[config.mk]
export PLATFORM = sky130hd
export DESIGN_NAME = rbeb_top
export DESIGN_NICKNAME = d
export VERILOG_FILES = /design/src/logic/rbeb_pkg.sv /design/src/logic/rbeb_link_if.sv /design/src/logic/rbeb_top.sv /design/src/logic/rbeb_serdes.sv
export SDC_FILE = /design/constraint.sdc
export NUM_CORES = 1
export LEC_CHECK = 0
export BUFFER_PORTS_ARGS = -buffer_cell sky130_fd_sc_hd__buf_2
export CORE_AREA = 2 2 237 239
export CTS_CLUSTER_DIAMETER = 60
export DETAILED_ROUTE_END_ITERATION = 6
export DIE_AREA = 0 0 239 241
export PLACE_DENSITY = 0.66
export REMOVE_ABC_BUFFERS = 1
export SKIP_CTS_REPAIR_TIMING = 1
export SYNTH_ARGS = -nofsm -noshare
export SYNTH_HDL_FRONTEND = slang
export SYNTH_SLANG_ARGS = --single-unit
[constraint.sdc]
create_clock -name clk -period 13.5 [get_ports clk]
set_input_delay 2.7 -clock clk [delete_from_list [all_inputs] [get_ports clk]]
set_output_delay 2.7 -clock clk [all_outputs]
set_load 0.02 [all_outputs]
[src/logic/rbeb_pkg.sv]
// Constants, types and state encodings of the remote bus extender bridge
package rbeb_pkg;

	localparam int unsigned DATA_W   = 32;
	localparam int unsigned ADDR_W   = 32;
	localparam int unsigned CRC_W    = 8;
	localparam logic [7:0]  CRC_POLY = 8'h07;
	localparam logic [7:0]  CRC_INIT = 8'h00;

	// Request frame: write flag, address, data; answer frame: data
	localparam int unsigned TX_BITS  = 1 + ADDR_W + DATA_W;
	localparam logic [6:0]  TX_TOTAL = 7'h49;
	localparam logic [5:0]  RX_TOTAL = 6'h28;

	localparam int unsigned FE_MASTERS = 5;
	localparam int unsigned FE_M_FEP   = 0;
	localparam int unsigned FE_M_MAIN  = 1;
	localparam int unsigned FE_M_DSP   = 2;
	localparam int unsigned FE_M_POD   = 3;
	localparam int unsigned FE_M_REF   = 4;

	localparam int unsigned CLK_HZ       = 25_000_000;
	localparam int unsigned WDG_TIME_MS  = 1000;
	localparam int unsigned HALT_TIME_MS = 100;
	localparam int unsigned WDG_CYC      = WDG_TIME_MS * (CLK_HZ / 1000);
	localparam int unsigned HALT_CYC     = HALT_TIME_MS * (CLK_HZ / 1000);
	localparam int unsigned REM_TMO_CYC  = 1024;
	localparam int unsigned MAIN_TMO_CYC = 2048;
	localparam int unsigned FE_TMO_CYC   = 256;
	localparam int unsigned PRES_CYC     = 64;
	localparam logic [7:0]  RST_CYC      = 8'h10;

	typedef enum logic [1:0] {
		ST_IDLE,
		ST_REM_LOAD,
		ST_REM_WAIT,
		ST_FE_WAIT
	} rbeb_st_e;

	typedef enum logic [1:0] {
		WD_RUN,
		WD_RST,
		WD_CHK
	} rbeb_wd_e;

	function automatic logic [7:0] rbeb_crc_step(input logic [7:0] c, input logic b);
		logic fb;
		fb = c[7] ^ b;
		return {c[6:0], 1'b0} ^ (fb ? CRC_POLY : 8'h00);
	endfunction

endpackage

[src/logic/rbeb_link_if.sv]
// Word-level hand-off between the bridge control and its serial shifter
`timescale 1ns/1ns
interface rbeb_link_if;
	logic                                   tx_load;
	logic [rbeb_pkg::TX_BITS-1:0]           tx_word;
	logic                                   tx_busy;
	logic                                   rx_valid;
	logic [rbeb_pkg::DATA_W-1:0]            rx_data;
	logic                                   rx_crc_err;

	modport ctl (output tx_load, output tx_word, input tx_busy,
		input rx_valid, input rx_data, input rx_crc_err);
	modport ser (input tx_load, input tx_word, output tx_busy,
		output rx_valid, output rx_data, output rx_crc_err);
endinterface

[src/logic/rbeb_top.sv]
// Remote bus extender bridge: host port, remote link, front-end arbiter, watchdogs
`timescale 1ns/1ns
module rbeb_top #(
	parameter int unsigned WDG_CYC      = rbeb_pkg::WDG_CYC,
	parameter int unsigned HALT_CYC     = rbeb_pkg::HALT_CYC,
	parameter int unsigned REM_TMO_CYC  = rbeb_pkg::REM_TMO_CYC,
	parameter int unsigned MAIN_TMO_CYC = rbeb_pkg::MAIN_TMO_CYC,
	parameter int unsigned FE_TMO_CYC   = rbeb_pkg::FE_TMO_CYC,
	parameter int unsigned PRES_CYC     = rbeb_pkg::PRES_CYC
) (
	input  wire logic                                 clk,
	input  wire logic                                 sys_rst,
	// Host (main processor) port
	input  wire logic                                 host_req,
	input  wire logic                                 host_we,
	input  wire logic                                 host_sel_fe,
	input  wire logic [rbeb_pkg::ADDR_W-1:0]          host_addr,
	input  wire logic [rbeb_pkg::DATA_W-1:0]          host_wdata,
	output logic                                      host_ack,
	output logic                                      host_err,
	output logic [rbeb_pkg::DATA_W-1:0]               host_rdata,
	// Remote serial link
	output logic                                      tx_sd,
	output logic                                      tx_frame,
	input  wire logic                                 rx_sd,
	input  wire logic                                 rx_frame,
	input  wire logic                                 dock_pres_a,
	input  wire logic                                 dock_pres_b,
	output logic                                      link_up,
	output logic                                      undock_confirmed,
	output logic                                      presence_fault,
	output logic                                      crc_irq,
	// Front-end bus
	input  wire logic [rbeb_pkg::FE_MASTERS-1:0]      fe_req,
	output logic [rbeb_pkg::FE_MASTERS-1:0]           fe_gnt,
	output logic                                      fe_tmo,
	output logic                                      fe_we,
	output logic [rbeb_pkg::ADDR_W-1:0]               fe_addr,
	output logic [rbeb_pkg::DATA_W-1:0]               fe_wdata,
	input  wire logic                                 fe_ack,
	input  wire logic [rbeb_pkg::DATA_W-1:0]          fe_rdata,
	input  wire logic                                 fep_main_req,
	output logic                                      fep_main_refused,
	// Watchdogs and alarm
	input  wire logic                                 wdg_kick_main,
	input  wire logic                                 wdg_kick_fe,
	output logic                                      sys_reset_req,
	output logic                                      sounder_on
);

	typedef struct packed {
		rbeb_pkg::rbeb_st_e               st;
		logic [31:0]                      tmo;
		logic                             ack;
		logic                             err;
		logic [rbeb_pkg::DATA_W-1:0]      rdata;
		logic                             irq;
		logic                             up;
		logic                             undock;
		logic [31:0]                      pres_cnt;
		logic                             pres_fault;
		logic [rbeb_pkg::FE_MASTERS-1:0]  gnt;
		logic [2:0]                       last;
		logic [31:0]                      fe_cnt;
		logic                             fe_tmo;
		logic                             refused;
		rbeb_pkg::rbeb_wd_e               wd;
		logic [31:0]                      wdm;
		logic [31:0]                      wdf;
		logic [7:0]                       rst_cnt;
		logic [31:0]                      halt_cnt;
		logic                             sounder;
	} rbeb_state_s;

	rbeb_state_s s_q;
	rbeb_state_s s_d;

	rbeb_link_if lnk ();

	logic                              tx_load;
	logic [rbeb_pkg::FE_MASTERS-1:0]   req_all;

	// Round-robin pick: first requester after the last owner
	function automatic logic [2:0] rbeb_pick(input logic [rbeb_pkg::FE_MASTERS-1:0] req,
		input logic [2:0] last);
		logic [2:0] idx;
		logic [2:0] res;
		res = last;
		for (int i = rbeb_pkg::FE_MASTERS; i >= 1; i--)
		begin
			idx = 3'((int'(last) + i) % rbeb_pkg::FE_MASTERS);
			if (req[idx])
				res = idx;
		end
		return res;
	endfunction

	rbeb_serdes u_serdes (
		.clk      (clk),
		.sys_rst  (sys_rst),
		.lnk      (lnk),
		.tx_sd    (tx_sd),
		.tx_frame (tx_frame),
		.rx_sd    (rx_sd),
		.rx_frame (rx_frame)
	);

	assign lnk.tx_load = tx_load;
	assign lnk.tx_word = {host_we, host_addr, host_wdata};

	// Main processor appears as one master of the front-end bus
	always_comb
	begin
		req_all = fe_req;
		req_all[rbeb_pkg::FE_M_MAIN] = (s_q.st == rbeb_pkg::ST_FE_WAIT);
	end

	always_comb
	begin
		s_d = s_q;
		tx_load = 1'b0;
		s_d.ack = 1'b0;
		s_d.err = 1'b0;
		s_d.irq = 1'b0;
		s_d.undock = 1'b0;
		s_d.fe_tmo = 1'b0;

		// ***************************************************
		// Presence and link state
		// ***************************************************
		s_d.up = dock_pres_a & dock_pres_b;
		if (s_q.up && !dock_pres_a && !dock_pres_b)
			s_d.undock = 1'b1;
		// A lone presence drop is a fault, never taken as a deliberate undock
		if (dock_pres_a != dock_pres_b)
		begin
			if (s_q.pres_cnt >= PRES_CYC)
				s_d.pres_fault = 1'b1;
			else
				s_d.pres_cnt = s_q.pres_cnt + 32'h1;
		end
		else
		begin
			s_d.pres_cnt = '0;
			s_d.pres_fault = 1'b0;
		end
		if (lnk.rx_crc_err)
			s_d.irq = 1'b1;

		// ***************************************************
		// Host access sequencer
		// ***************************************************
		unique case (s_q.st)
			rbeb_pkg::ST_IDLE:
			begin
				s_d.tmo = '0;
				if (host_req && !s_q.ack)
				begin
					if (host_sel_fe)
						s_d.st = rbeb_pkg::ST_FE_WAIT;
					else if (!s_q.up)
					begin
						// Undocked: fail the access quietly instead of faulting
						s_d.ack = 1'b1;
						s_d.err = 1'b1;
					end
					else
						s_d.st = rbeb_pkg::ST_REM_LOAD;
				end
			end
			rbeb_pkg::ST_REM_LOAD:
			begin
				s_d.tmo = s_q.tmo + 32'h1;
				if (!s_q.up || s_q.tmo >= MAIN_TMO_CYC)
				begin
					s_d.ack = 1'b1;
					s_d.err = 1'b1;
					s_d.st = rbeb_pkg::ST_IDLE;
				end
				else if (!lnk.tx_busy)
				begin
					tx_load = 1'b1;
					s_d.tmo = '0;
					if (host_we)
					begin
						s_d.ack = 1'b1;
						s_d.st = rbeb_pkg::ST_IDLE;
					end
					else
						s_d.st = rbeb_pkg::ST_REM_WAIT;
				end
			end
			rbeb_pkg::ST_REM_WAIT:
			begin
				s_d.tmo = s_q.tmo + 32'h1;
				if (lnk.rx_valid)
				begin
					s_d.rdata = lnk.rx_data;
					s_d.ack = 1'b1;
					s_d.st = rbeb_pkg::ST_IDLE;
				end
				else if (!s_q.up || s_q.tmo >= REM_TMO_CYC)
				begin
					s_d.ack = 1'b1;
					s_d.err = 1'b1;
					s_d.st = rbeb_pkg::ST_IDLE;
				end
			end
			rbeb_pkg::ST_FE_WAIT:
			begin
				s_d.tmo = s_q.tmo + 32'h1;
				if (s_q.gnt[rbeb_pkg::FE_M_MAIN] && fe_ack)
				begin
					if (!host_we)
						s_d.rdata = fe_rdata;
					s_d.ack = 1'b1;
					s_d.st = rbeb_pkg::ST_IDLE;
				end
				else if (s_q.tmo >= MAIN_TMO_CYC)
				begin
					s_d.ack = 1'b1;
					s_d.err = 1'b1;
					s_d.st = rbeb_pkg::ST_IDLE;
				end
			end
		endcase

		// ***************************************************
		// Front-end bus arbiter
		// ***************************************************
		if (s_q.gnt == '0)
		begin
			s_d.fe_cnt = '0;
			if (req_all != '0)
			begin
				s_d.last = rbeb_pick(req_all, s_q.last);
				s_d.gnt = '0;
				s_d.gnt[s_d.last] = 1'b1;
			end
		end
		else if (!req_all[s_q.last] || (s_q.ack && s_q.last == 3'(rbeb_pkg::FE_M_MAIN)))
			s_d.gnt = '0;
		else if (s_q.fe_cnt >= FE_TMO_CYC)
		begin
			// Hung owner loses the bus so the others keep running
			s_d.gnt = '0;
			s_d.fe_tmo = 1'b1;
		end
		else
			s_d.fe_cnt = s_q.fe_cnt + 32'h1;

		// Nothing maps front-end requests onto the main bus
		s_d.refused = fep_main_req;

		// ***************************************************
		// Watchdogs and halt alarm
		// ***************************************************
		s_d.wdm = wdg_kick_main ? '0 : s_q.wdm + 32'h1;
		s_d.wdf = wdg_kick_fe ? '0 : s_q.wdf + 32'h1;
		unique case (s_q.wd)
			rbeb_pkg::WD_RUN:
			begin
				if (s_q.wdm >= WDG_CYC || s_q.wdf >= WDG_CYC)
				begin
					s_d.wd = rbeb_pkg::WD_RST;
					s_d.rst_cnt = rbeb_pkg::RST_CYC;
				end
			end
			rbeb_pkg::WD_RST:
			begin
				s_d.rst_cnt = s_q.rst_cnt - 8'h01;
				if (s_q.rst_cnt == 8'h01)
				begin
					s_d.wd = rbeb_pkg::WD_CHK;
					s_d.halt_cnt = '0;
				end
			end
			rbeb_pkg::WD_CHK:
			begin
				s_d.halt_cnt = s_q.halt_cnt + 32'h1;
				if (wdg_kick_main)
				begin
					s_d.wd = rbeb_pkg::WD_RUN;
					s_d.wdm = '0;
					s_d.wdf = '0;
				end
				else if (s_q.halt_cnt >= HALT_CYC)
					s_d.sounder = 1'b1;
			end
			default:
				s_d.wd = rbeb_pkg::WD_RUN;
		endcase
		if (s_q.wd != rbeb_pkg::WD_RUN)
		begin
			s_d.wdm = '0;
			s_d.wdf = '0;
		end
	end

	always_ff @(posedge clk or posedge sys_rst)
	begin
		if (sys_rst)
			s_q <= '0;
		else
			s_q <= s_d;
	end

	// ***************************************************
	// Outputs
	// ***************************************************
	assign host_ack = s_q.ack;
	assign host_err = s_q.err;
	assign host_rdata = s_q.rdata;
	assign link_up = s_q.up;
	assign undock_confirmed = s_q.undock;
	assign presence_fault = s_q.pres_fault;
	assign crc_irq = s_q.irq;
	assign fe_gnt = s_q.gnt;
	assign fe_tmo = s_q.fe_tmo;
	assign fe_we = host_we;
	assign fe_addr = host_addr;
	assign fe_wdata = host_wdata;
	assign fep_main_refused = s_q.refused;
	assign sys_reset_req = (s_q.wd == rbeb_pkg::WD_RST);
	assign sounder_on = s_q.sounder;

endmodule

[src/logic/rbeb_serdes.sv]
// Serial shifter with CRC generation and checking for the remote link
`timescale 1ns/1ns
module rbeb_serdes (
	input  wire logic  clk,
	input  wire logic  sys_rst,
	rbeb_link_if.ser   lnk,
	output logic       tx_sd,
	output logic       tx_frame,
	input  wire logic  rx_sd,
	input  wire logic  rx_frame
);

	typedef struct packed {
		logic [rbeb_pkg::TX_BITS-1:0] tx_sh;
		logic [6:0]                   tx_cnt;
		logic [7:0]                   tx_crc;
		logic                         tx_on;
		logic                         tx_sd;
		logic                         tx_frame;
		logic [39:0]                  rx_sh;
		logic [5:0]                   rx_cnt;
		logic [7:0]                   rx_crc;
		logic                         rx_on;
		logic                         rx_valid;
		logic                         rx_err;
		logic [rbeb_pkg::DATA_W-1:0]  rx_data;
	} rbeb_ser_s;

	rbeb_ser_s s_q;
	rbeb_ser_s s_d;

	always_comb
	begin
		s_d = s_q;
		s_d.rx_valid = 1'b0;
		s_d.rx_err = 1'b0;
		// Transmit: payload first, then the CRC register shifted out MSB first
		if (lnk.tx_load)
		begin
			s_d.tx_sh = lnk.tx_word;
			s_d.tx_cnt = rbeb_pkg::TX_TOTAL;
			s_d.tx_crc = rbeb_pkg::CRC_INIT;
			s_d.tx_on = 1'b1;
		end
		else if (s_q.tx_on)
		begin
			if (s_q.tx_cnt == 7'h00)
			begin
				s_d.tx_on = 1'b0;
				s_d.tx_frame = 1'b0;
			end
			else
			begin
				s_d.tx_frame = 1'b1;
				s_d.tx_cnt = s_q.tx_cnt - 7'h01;
				if (s_q.tx_cnt > 7'(rbeb_pkg::CRC_W))
				begin
					s_d.tx_sd = s_q.tx_sh[rbeb_pkg::TX_BITS-1];
					s_d.tx_crc = rbeb_pkg::rbeb_crc_step(s_q.tx_crc,
						s_q.tx_sh[rbeb_pkg::TX_BITS-1]);
					s_d.tx_sh = {s_q.tx_sh[rbeb_pkg::TX_BITS-2:0], 1'b0};
				end
				else
				begin
					s_d.tx_sd = s_q.tx_crc[7];
					s_d.tx_crc = {s_q.tx_crc[6:0], 1'b0};
				end
			end
		end
		// Receive: running CRC over data and trailer must end at zero
		s_d.rx_on = rx_frame;
		if (rx_frame)
		begin
			s_d.rx_sh = {s_q.rx_sh[38:0], rx_sd};
			s_d.rx_crc = rbeb_pkg::rbeb_crc_step(s_q.rx_crc, rx_sd);
			if (s_q.rx_cnt != 6'h3F)
				s_d.rx_cnt = s_q.rx_cnt + 6'h01;
		end
		else if (s_q.rx_on)
		begin
			if (s_q.rx_cnt == rbeb_pkg::RX_TOTAL && s_q.rx_crc == 8'h00)
			begin
				s_d.rx_valid = 1'b1;
				s_d.rx_data = s_q.rx_sh[39:8];
			end
			else
				s_d.rx_err = 1'b1;
			s_d.rx_cnt = 6'h00;
			s_d.rx_crc = rbeb_pkg::CRC_INIT;
		end
	end

	always_ff @(posedge clk or posedge sys_rst)
	begin
		if (sys_rst)
			s_q <= '0;
		else
			s_q <= s_d;
	end

	assign lnk.tx_busy = s_q.tx_on;
	assign lnk.rx_valid = s_q.rx_valid;
	assign lnk.rx_data = s_q.rx_data;
	assign lnk.rx_crc_err = s_q.rx_err;
	assign tx_sd = s_q.tx_sd;
	assign tx_frame = s_q.tx_frame;

endmodule

# Word-level counts from Yosys, hierarchy flattened
# Cells that the tools add are included.
# W data, S select, Z words.
[word_totals]
elab_cells = 247
rom_bits = 0
ff_bits = 425
mem_bits_rw = 0
output_inout_bits = 114
inputBits = 114
latchBits = 0
memories = 0
[classes]
n_eq_ne = 28
mux = 96
n_shift = 0
n_lt_le_gt_ge = 16
n_mul = 0
n_reduce_logical = 45
addsub = 14
n_div = 5
bitwise = 9
[op_table]
columns = ["op", "n"]
rows = [
  ["$mux W32", 11],
  ["$add A32 B1 Y32 const B", 6],
  ["$mod A32 B3 Y32 const B", 5],
  ["$pmux W36 S4", 1],
  ["$mux W64", 2],
  ["$pmux W32 S2", 2],
  ["$mux W83", 1],
  ["$mux W81", 1],
  ["$mux W80", 1],
  ["$mux W34", 2],
  ["$mux W33", 2],
  ["$mux W66", 1],
  ["$mux W65", 1],
  ["$ge A32 B25 Y1 const B", 2],
  ["$mux W35", 1],
  ["$ge A32 B11 Y1 const B", 1],
  ["$ge A32 B12 Y1 const B", 1],
  ["$ge A32 B22 Y1 const B", 1],
  ["$ge A32 B7 Y1 const B", 1],
  ["$ge A32 B9 Y1 const B", 1],
  ["$mux W2", 16],
  ["$lt A3 B4 Y1 const B", 7],
  ["$mux W14", 2],
  ["$mux W1", 27],
  ["46 further kinds", 117],
]

# Depth between registers and ports, before layout
# Gate-level depths: netlist of run 1.
[logic_depth]
word_depth = 17
mapped_depth = 21
depth_no_buf = 18

# Hierarchy
# From an unflattened synthesis of run 1, not the netlist that was laid out.
[unflattened]
cells_unflattened = 2217
area_unflattened_um2 = 22137.5
[by_module_without_submodules]
columns = ["mod", "area_each_um2", "n_inst", "seq_area_each_um2", "cells_each"]
rows = [
  ["rbeb_top", 14226.1, 1, 6331.1, 1499],
  ["rbeb_serdes", 7911.3, 1, 4304.1, 718],
]

# Worst setup path before layout of run 1
# Ideal clock, no wire load.
[synth_timing]
path_kind = "in2out"
start = "input port host_addr[0] in the netlist's numbering"
end = "output port fe_addr[0] in the netlist's numbering"
n_path_buf = 1
stages = 1
required_time_ns = 10.800
path_slack_ns = 7.966
arrival_ns = 2.834
path_cell_list = "buf_4"
[synth_lines]
columns = ["item", "line", "text"]
rows = [
  ["from (decl)", "rbeb_top.sv:17", "input wire logic [rbeb_pkg::ADDR_W-1:0] host_addr,"],
  ["to (decl)", "rbeb_top.sv:38", "output logic [rbeb_pkg::ADDR_W-1:0] fe_addr,"],
]
# No word-level cell between the ends.

# Worst setup path in the final report of run 1
[layout_timing]
start = "input port host_we"
end = "output port fe_we"
[layout_lines]
columns = ["item", "line", "text"]
rows = [
  ["from (decl)", "rbeb_top.sv:15", "input wire logic host_we,"],
  ["to (decl)", "rbeb_top.sv:37", "output logic fe_we,"],
]
# No word-level cell between the ends.

==> summary.md, run 1 <==
| Metric | Value |
|---|---|
| Die ar. | 57600 µm² |
| Sequential share of power | 0.332 |
| Type of origin of the critical path | input port |
| Clk slew on worst S/H paths | 0.06 ns |
| GRT Overall Usage | 0.155 |
| Core area | 54900 µm² |
| Clock sinks | 425 |
| Status | finished clean |
| FF-to-FF path depth | 17 |
| Final setup viols | 0 |
| Final worst-path cycle share | 0.427 |
| Pin count of the biggest net entering global routing | 131 |
| Final #Nets | 2354 |
| Arrival time at the worst endpoint | 3.06 ns |
| Die Y | 241 µm |
| RSZ-0062 raised after global routing | false |
| Layout area overhead | 12.3% |
| PD cells | 200 nW/µm² |
| Setup CP Type | input port to primary output |
| CTS buffer count | 46 |
| CP Buf/Inv Count | 2 |
| Via count | 15100 |
| Crit-path cells | buf_2 -> buf_2 |
| Sw frac | 0.380 |
| Slew Viols, Final | 0 |
| CP most frequent cell | buf_2 |
| Placed Instances | 2849 |
| Die width | 239 µm |
| Vias/cell | 5.14 |
| Site Rows | 86 |
| First-pass GRT wire length | 74900 µm |
| Layout Cells excl Fill | 2934 |
| Vias in the first global route | 15000 |
| Initial Utilization | 0.386 |
| Routed WL | 45100 µm |
| Logic pwr share | 0.398 |
| Slowest CP cell | buf_2 |
| Root Buffer | clkbuf_16 |
| Wire length per cell | 15.4 µm |
| Clk buf depth | 3 |
| Hold path depth | 0 |
| IR drop worst, VDD | 0.133 mV |
| Count of cell types in the netlist | 104 |
| H-tree Lvls | 2 |
| Critical Path Stages | 2 |
| Sequential share of the synthesized area | 0.502 |
| Cell family with most CP delay | buffers and inverters |
| Max-Cap Viols | 0 |
| Most common cell after layout, fill and taps aside | dfrtp_1 |
| CTS tree | done |
| Synthesized cell area | 21200 µm² |
| Final Total Pwr | 4.77 mW |
| Global placer's final weighted congestion | 0.808 |
| Syn. warnings | 0 |
| Layout cell share with drive strength beyond 1 | 0.200 |
| Number of synthesized flops with an enable pin | 0 |
| Port bufs | 226 |
| Setup crit end kind | primary output |
| Post-synth ARST share | 1.00 |
| Avg Inst Size Synth | 10.1 µm² |
| Rel. slew slack | 0.236 |
| DRC viols | 0 |
| Ys flop type | dfrtp_1 |
| DRT Pass-1 Iters | 5 |
| DP HPWL | 30500 µm |
| Tmin final | 5.76 ns |
| Max Freq | 173 MHz |
| Max FO, Critical Path | 5 |
| Skew-Pair Late Insertion Delay | 0.59 ns |
| DR iter-0 viols | 881 |
| Crit-path max cell delay | 0.19 ns |
| Antenna violations before repair | 2 |
| Worst Hold Class | register to register |
| Synth Instances | 2091 |
| Final hold violations | 0 |
| Detail Route Antenna Nets | 0 |
| Leak Pwr | 11.2 nW |
| FF+latch count, synth | 425 |
| Clock network fraction of total power | 0.270 |
| Most frequent cells in the layout | 425 x dfrtp_1, 306 x nand2_1, 226 x buf_2 |
| Setup TNS | 0 ns |
| CP Data Required Time | 10.80 ns |
| Clock Skews | 0.0200 ns |
| Net Switching | 1.81 mW |
| P_int | 2.96 mW |
| Io pins | 228 |
| GR Overflow Total | 0 |
| Worst slew pin tran | 1.15 ns |
## Yosys cell counts, types with 45 or more instances
library cell	n	area share
a22oi_1	64	0.023
buf_4	103	0.037
clkbuf_1	65	0.012
dfrtp_1	425	0.50
ha_1	46	0.027
inv_1	56	0.0099
mux2_2	74	0.039
mux2i_1	50	0.024
nand2_1	307	0.054
nand3_1	74	0.017
nand4_1	46	0.014
nor2_1	169	0.030
o21ai_0	95	0.022
xnor2_1	45	0.019
xor2_1	74	0.031
## per-layer routing
metal	global-route usage	vias to the layer above	share of wire
li1	-	7344	-
met1	0.211	7444	0.46
met2	0.255	241	0.47
met3	0.0332	61	0.046
met4	0.0360	2	0.017
met5	0	-	0.00024
## path summary, 6_finish.rpt
check | from | end | slack (ns)
setup / recovery | host_we | fe_we | 7.74
hold / removal | u_serdes.lnk.rx_crc_err | crc_irq | 0.35
setup reg to reg | s_q[141] | fe_gnt[0] | 7.87
hold reg to reg | u_serdes.lnk.rx_crc_err | crc_irq | 0.35
max in group asynchronous | sys_rst | s_q[231] | 8.79
min in group asynchronous | sys_rst | host_rdata[4] | 2.31
## power by group through the flow
stage | registers (mW) | clock network [mW] | logic (mW)
after floorplan | 1.59 | 0 | 1.45
after global placement | 1.59 | 0 | 1.82
after detailed placement | 1.60 | 0 | 1.89
after CTS | 1.58 | 1.32 | 1.90
after global routing | 1.61 | 1.37 | 2.12
final | 1.58 | 1.29 | 1.90
## per-stage QoR
stage          setup slack [ns]  hold WS, ns  area, µm²  utilization
6_report                   7.74        0.353      23800        0.434
5_1_grt                    7.46        0.377      23800        0.433
4_1_cts                    7.75        0.355      23800        0.433
3_5_place_dp               7.75        0.340      22200        0.405
3_3_place_gp               7.75        0.342      22200        0.405
2_1_floorplan             -1.03        0.331      20100            -
## cells by family after synthesis
family	count (synthesis)	synth area share
DFF	425	0.502
xor gates and xnor gates	121	0.0507
AOI/OAI and AO/OA	307	0.102
adders and majority gates	47	0.0281
and+or+nand+nor	816	0.186
muxes	129	0.0676
buffers and inverters	246	0.0637
## sequential cells by signal, summed over array words and instances, names as in the netlist, 5 cells and up
| register | flops |
|---|---|
| s_q | 207 |
| u_serdes.s_q | 135 |
| host_rdata | 32 |
| fe_gnt | 5 |
| u_serdes.lnk.rx_data | 32 |
## final cells by class
cell class,count,area (µm²)
Timing Repair Buffer,240,1240
Fill cell,5178,31100
Sequential cell,425,10600
Antenna cell,1,2.50
Clock buffer,66,1320
Clock inverter,18,250
Inverter,60,233
Multi-Input combinational cell,1420,9240
Tap cell,704,881
Note: power is estimated with default switching activity, not from simulation.
==> run 2, diff against run 1 <==
--- a/config.mk
+++ b/config.mk
@@ -10,7 +10,7 @@
 export CTS_CLUSTER_DIAMETER = 60
 export DETAILED_ROUTE_END_ITERATION = 6
 export DIE_AREA = 0 0 239 241
-export PLACE_DENSITY = 0.66
+export PLACE_DENSITY = 0.64
 export REMOVE_ABC_BUFFERS = 1
 export SKIP_CTS_REPAIR_TIMING = 1
 export SYNTH_ARGS = -nofsm -noshare
==> constraint.sdc (replaced) <==
create_clock -name clk -period 5.48 [get_ports clk]
set_input_delay 1.096 -clock clk [delete_from_list [all_inputs] [get_ports clk]]
set_output_delay 1.096 -clock clk [all_outputs]
set_load 0.02 [all_outputs]
==> run 2 against run 1 <==
Non-clock buffer count grew 4. Cell area increased by 0.16%. Power increased by 150%. Wire length is 1.8% higher. Count of clock-buffer cells in the layout decreased by 5. Core utilization increased by 0.068 points. Sequential cell count stayed put. Critical path depth is 14 higher. Combinational power rose to 2.5 times the previous value. Hold slack gained 0.0037 ns. Sequential share of layout area down 0.071 points. Die area stayed put. Critical path type is now register to register.
==> summary.md, run 2 (synthesis results as in run 1) <==
| Metric | Value |
|---|---|
| Status | finished clean |
| Die ar. | 57600 µm² |
| Placed Instances | 2853 |
| Wire length per cell | 15.6 µm |
| Clk slew on worst S/H paths | 0.06 ns |
| CTS buffer count | 47 |
| Port bufs | 226 |
| Max reg flops | 207 |
| Cell family with most CP delay | compound AO/OA/AOI/OAI gates |
| DRC viols | 0 |
| Layout cell share with drive strength beyond 1 | 0.202 |
| Antenna violations before repair | 5 |
| CP most frequent cell | ha_1 |
| Core area | 54900 µm² |
| Worst setup path end | fe_gnt[2] |
| Setup TNS | 0 ns |
| Crit-path max cell delay | 0.51 ns |
| Flop2flop setup slack | 0.48 ns |
| Most frequent cells in the layout | 425 x dfrtp_1, 306 x nand2_1, 226 x buf_2 |
| Arrival time at the worst endpoint | 5.44 ns |
| Worst slew pin tran | 1.12 ns |
| Max Freq | 200 MHz |
| Max FO, Critical Path | 35 |
| Critical Path Stages | 16 |
| Io pins | 228 |
| Pre-CTS setup slack | 0.565 ns |
| Rel. slew slack | 0.248 |
| Final worst-path cycle share | 0.912 |
| Pin count of the biggest net entering global routing | 112 |
| Global placer's final weighted congestion | 0.860 |
| Detail Route Antenna Nets | 0 |
| WHS | 0.357 ns |
| Routed WL | 45900 µm |
| Setup CP Type | register to register |
| Largest regs | s_q x207, u_serdes.s_q x135 |
| Setup crit end kind | register |
| Via count | 15200 |
| Filler instances | 5219 |
| Final #Nets | 2359 |
| Initial Utilization | 0.386 |
| Worst setup margin | 0.484 ns |
| Critical Path Start | s_q[141] |
| Final setup viols | 0 |
| Type of origin of the critical path | register |
| Clock sinks | 425 |
| DRT Pass-1 Iters | 7 |
| Skew-Pair Late Insertion Delay | 0.58 ns |
| GR Overflow Total | 0 |
| Die Y | 241 µm |
| Post-DP Area | 22300 µm² |
| Tmin final | 5.00 ns |
| Capturing point of the worst reg2reg path | fe_gnt[2] |
| Vias/cell | 5.18 |
| Vias in the first global route | 14900 |
| Biggest register | s_q |
| CP Buf/Inv Count | 2 |
| Layout area overhead | 12.5% |
| Final hold violations | 0 |
| Worst Hold Class | register to register |
| Root Buffer | clkbuf_16 |
| Max-Cap Viols | 0 |
| CTS tree | done |
| Layout Cells excl Fill | 2938 |
| Die width | 239 µm |
| Clk buf depth | 3 |
| DR iter-0 viols | 1135 |
| Most common cell after layout, fill and taps aside | dfrtp_1 |
| FF-to-FF path depth | 16 |
| PD cells | 495 nW/µm² |
| CP Data Required Time | 5.93 ns |
| H-tree Lvls | 2 |
| First-pass GRT wire length | 76100 µm |
| RSZ-0062 raised after global routing | false |
| Worst r2r src | s_q[141] |
| Crit-path cells | buf_4 -> ha_1 -> xor2_2 -> ha_1 -> nor3b_1 -> o22ai_2 -> xnor2_1 -> ha_1 -> inv_1 -> mux4_2 -> and4_1 -> a211o_1 -> a221oi_2 -> nand4b_1 -> o211ai_1 -> o31ai_1 |
| Clock Skews | 0.0335 ns |
| Slew Viols, Final | 0 |
| Finished Cell Area | 23800 µm² |
| Site Rows | 86 |
| Slowest CP cell | mux4_2 |
| Leak Pwr | 11.2 nW |
| GRT Overall Usage | 0.160 |
| DP HPWL | 30900 µm |
| IR drop worst, VDD | 0.340 mV |
run 2: cell types whose count changed in the layout (fill, tap and decap cells not counted), moves of 2 or more:
cell      before  now
clkinv_8       2    0
clkinv_2       7   11
clkbuf_1      11    9
inv_6          0    4
clkbuf_8       9    5
buf_12         0    4
run 2: worst min path at each step:
stage	startpoint	cells after the start	endpoint	slack (ns)
4_1_cts	u_serdes.lnk.rx_crc_err	0	crc_irq	0.36
3_5_place_dp	u_serdes.lnk.rx_crc_err	0	crc_irq	0.34
6_report	u_serdes.lnk.rx_crc_err	0	crc_irq	0.36
5_1_grt	u_serdes.lnk.rx_crc_err	0	crc_irq	0.37
3_3_place_gp	u_serdes.lnk.rx_crc_err	0	crc_irq	0.34
2_1_floorplan	u_serdes.lnk.rx_crc_err	0	crc_irq	0.33
run 2: cell type report:
type | count | area [µm²] | area share
Sequential cell | 425 | 10600 | 0.446
Multi-Input combinational cell | 1420 | 9240 | 0.388
Timing Repair Buffer | 244 | 1320 | 0.0552
Clock buffer | 61 | 1280 | 0.0537
Tap cell | 704 | 881 | 0.0370
Clock inverter | 23 | 245 | 0.0103
Inverter | 60 | 233 | 0.00977
Antenna cell | 1 | 2.50 | 0.000105
run 2: layer usage:
metal  share of wire  track usage
met5          0.0012            0
met4           0.017       0.0420
met3           0.048       0.0336
met2            0.45        0.244
met1            0.48        0.230
run 2: power by group:
group,total (mW),internal (mW),switching [mW]
combinational,4.76,1.87,2.89
sequential,3.90,3.57,0.327
clock,3.14,1.84,1.30
total,11.8,7.28,4.51
run 2: stage by stage:
stage,util,power [mW]
after detailed placement,0.406,8.66
after global placement,0.406,8.45
after global routing,0.434,12.6
final,0.434,11.8
after floorplan,-,7.49
after CTS,0.434,11.9
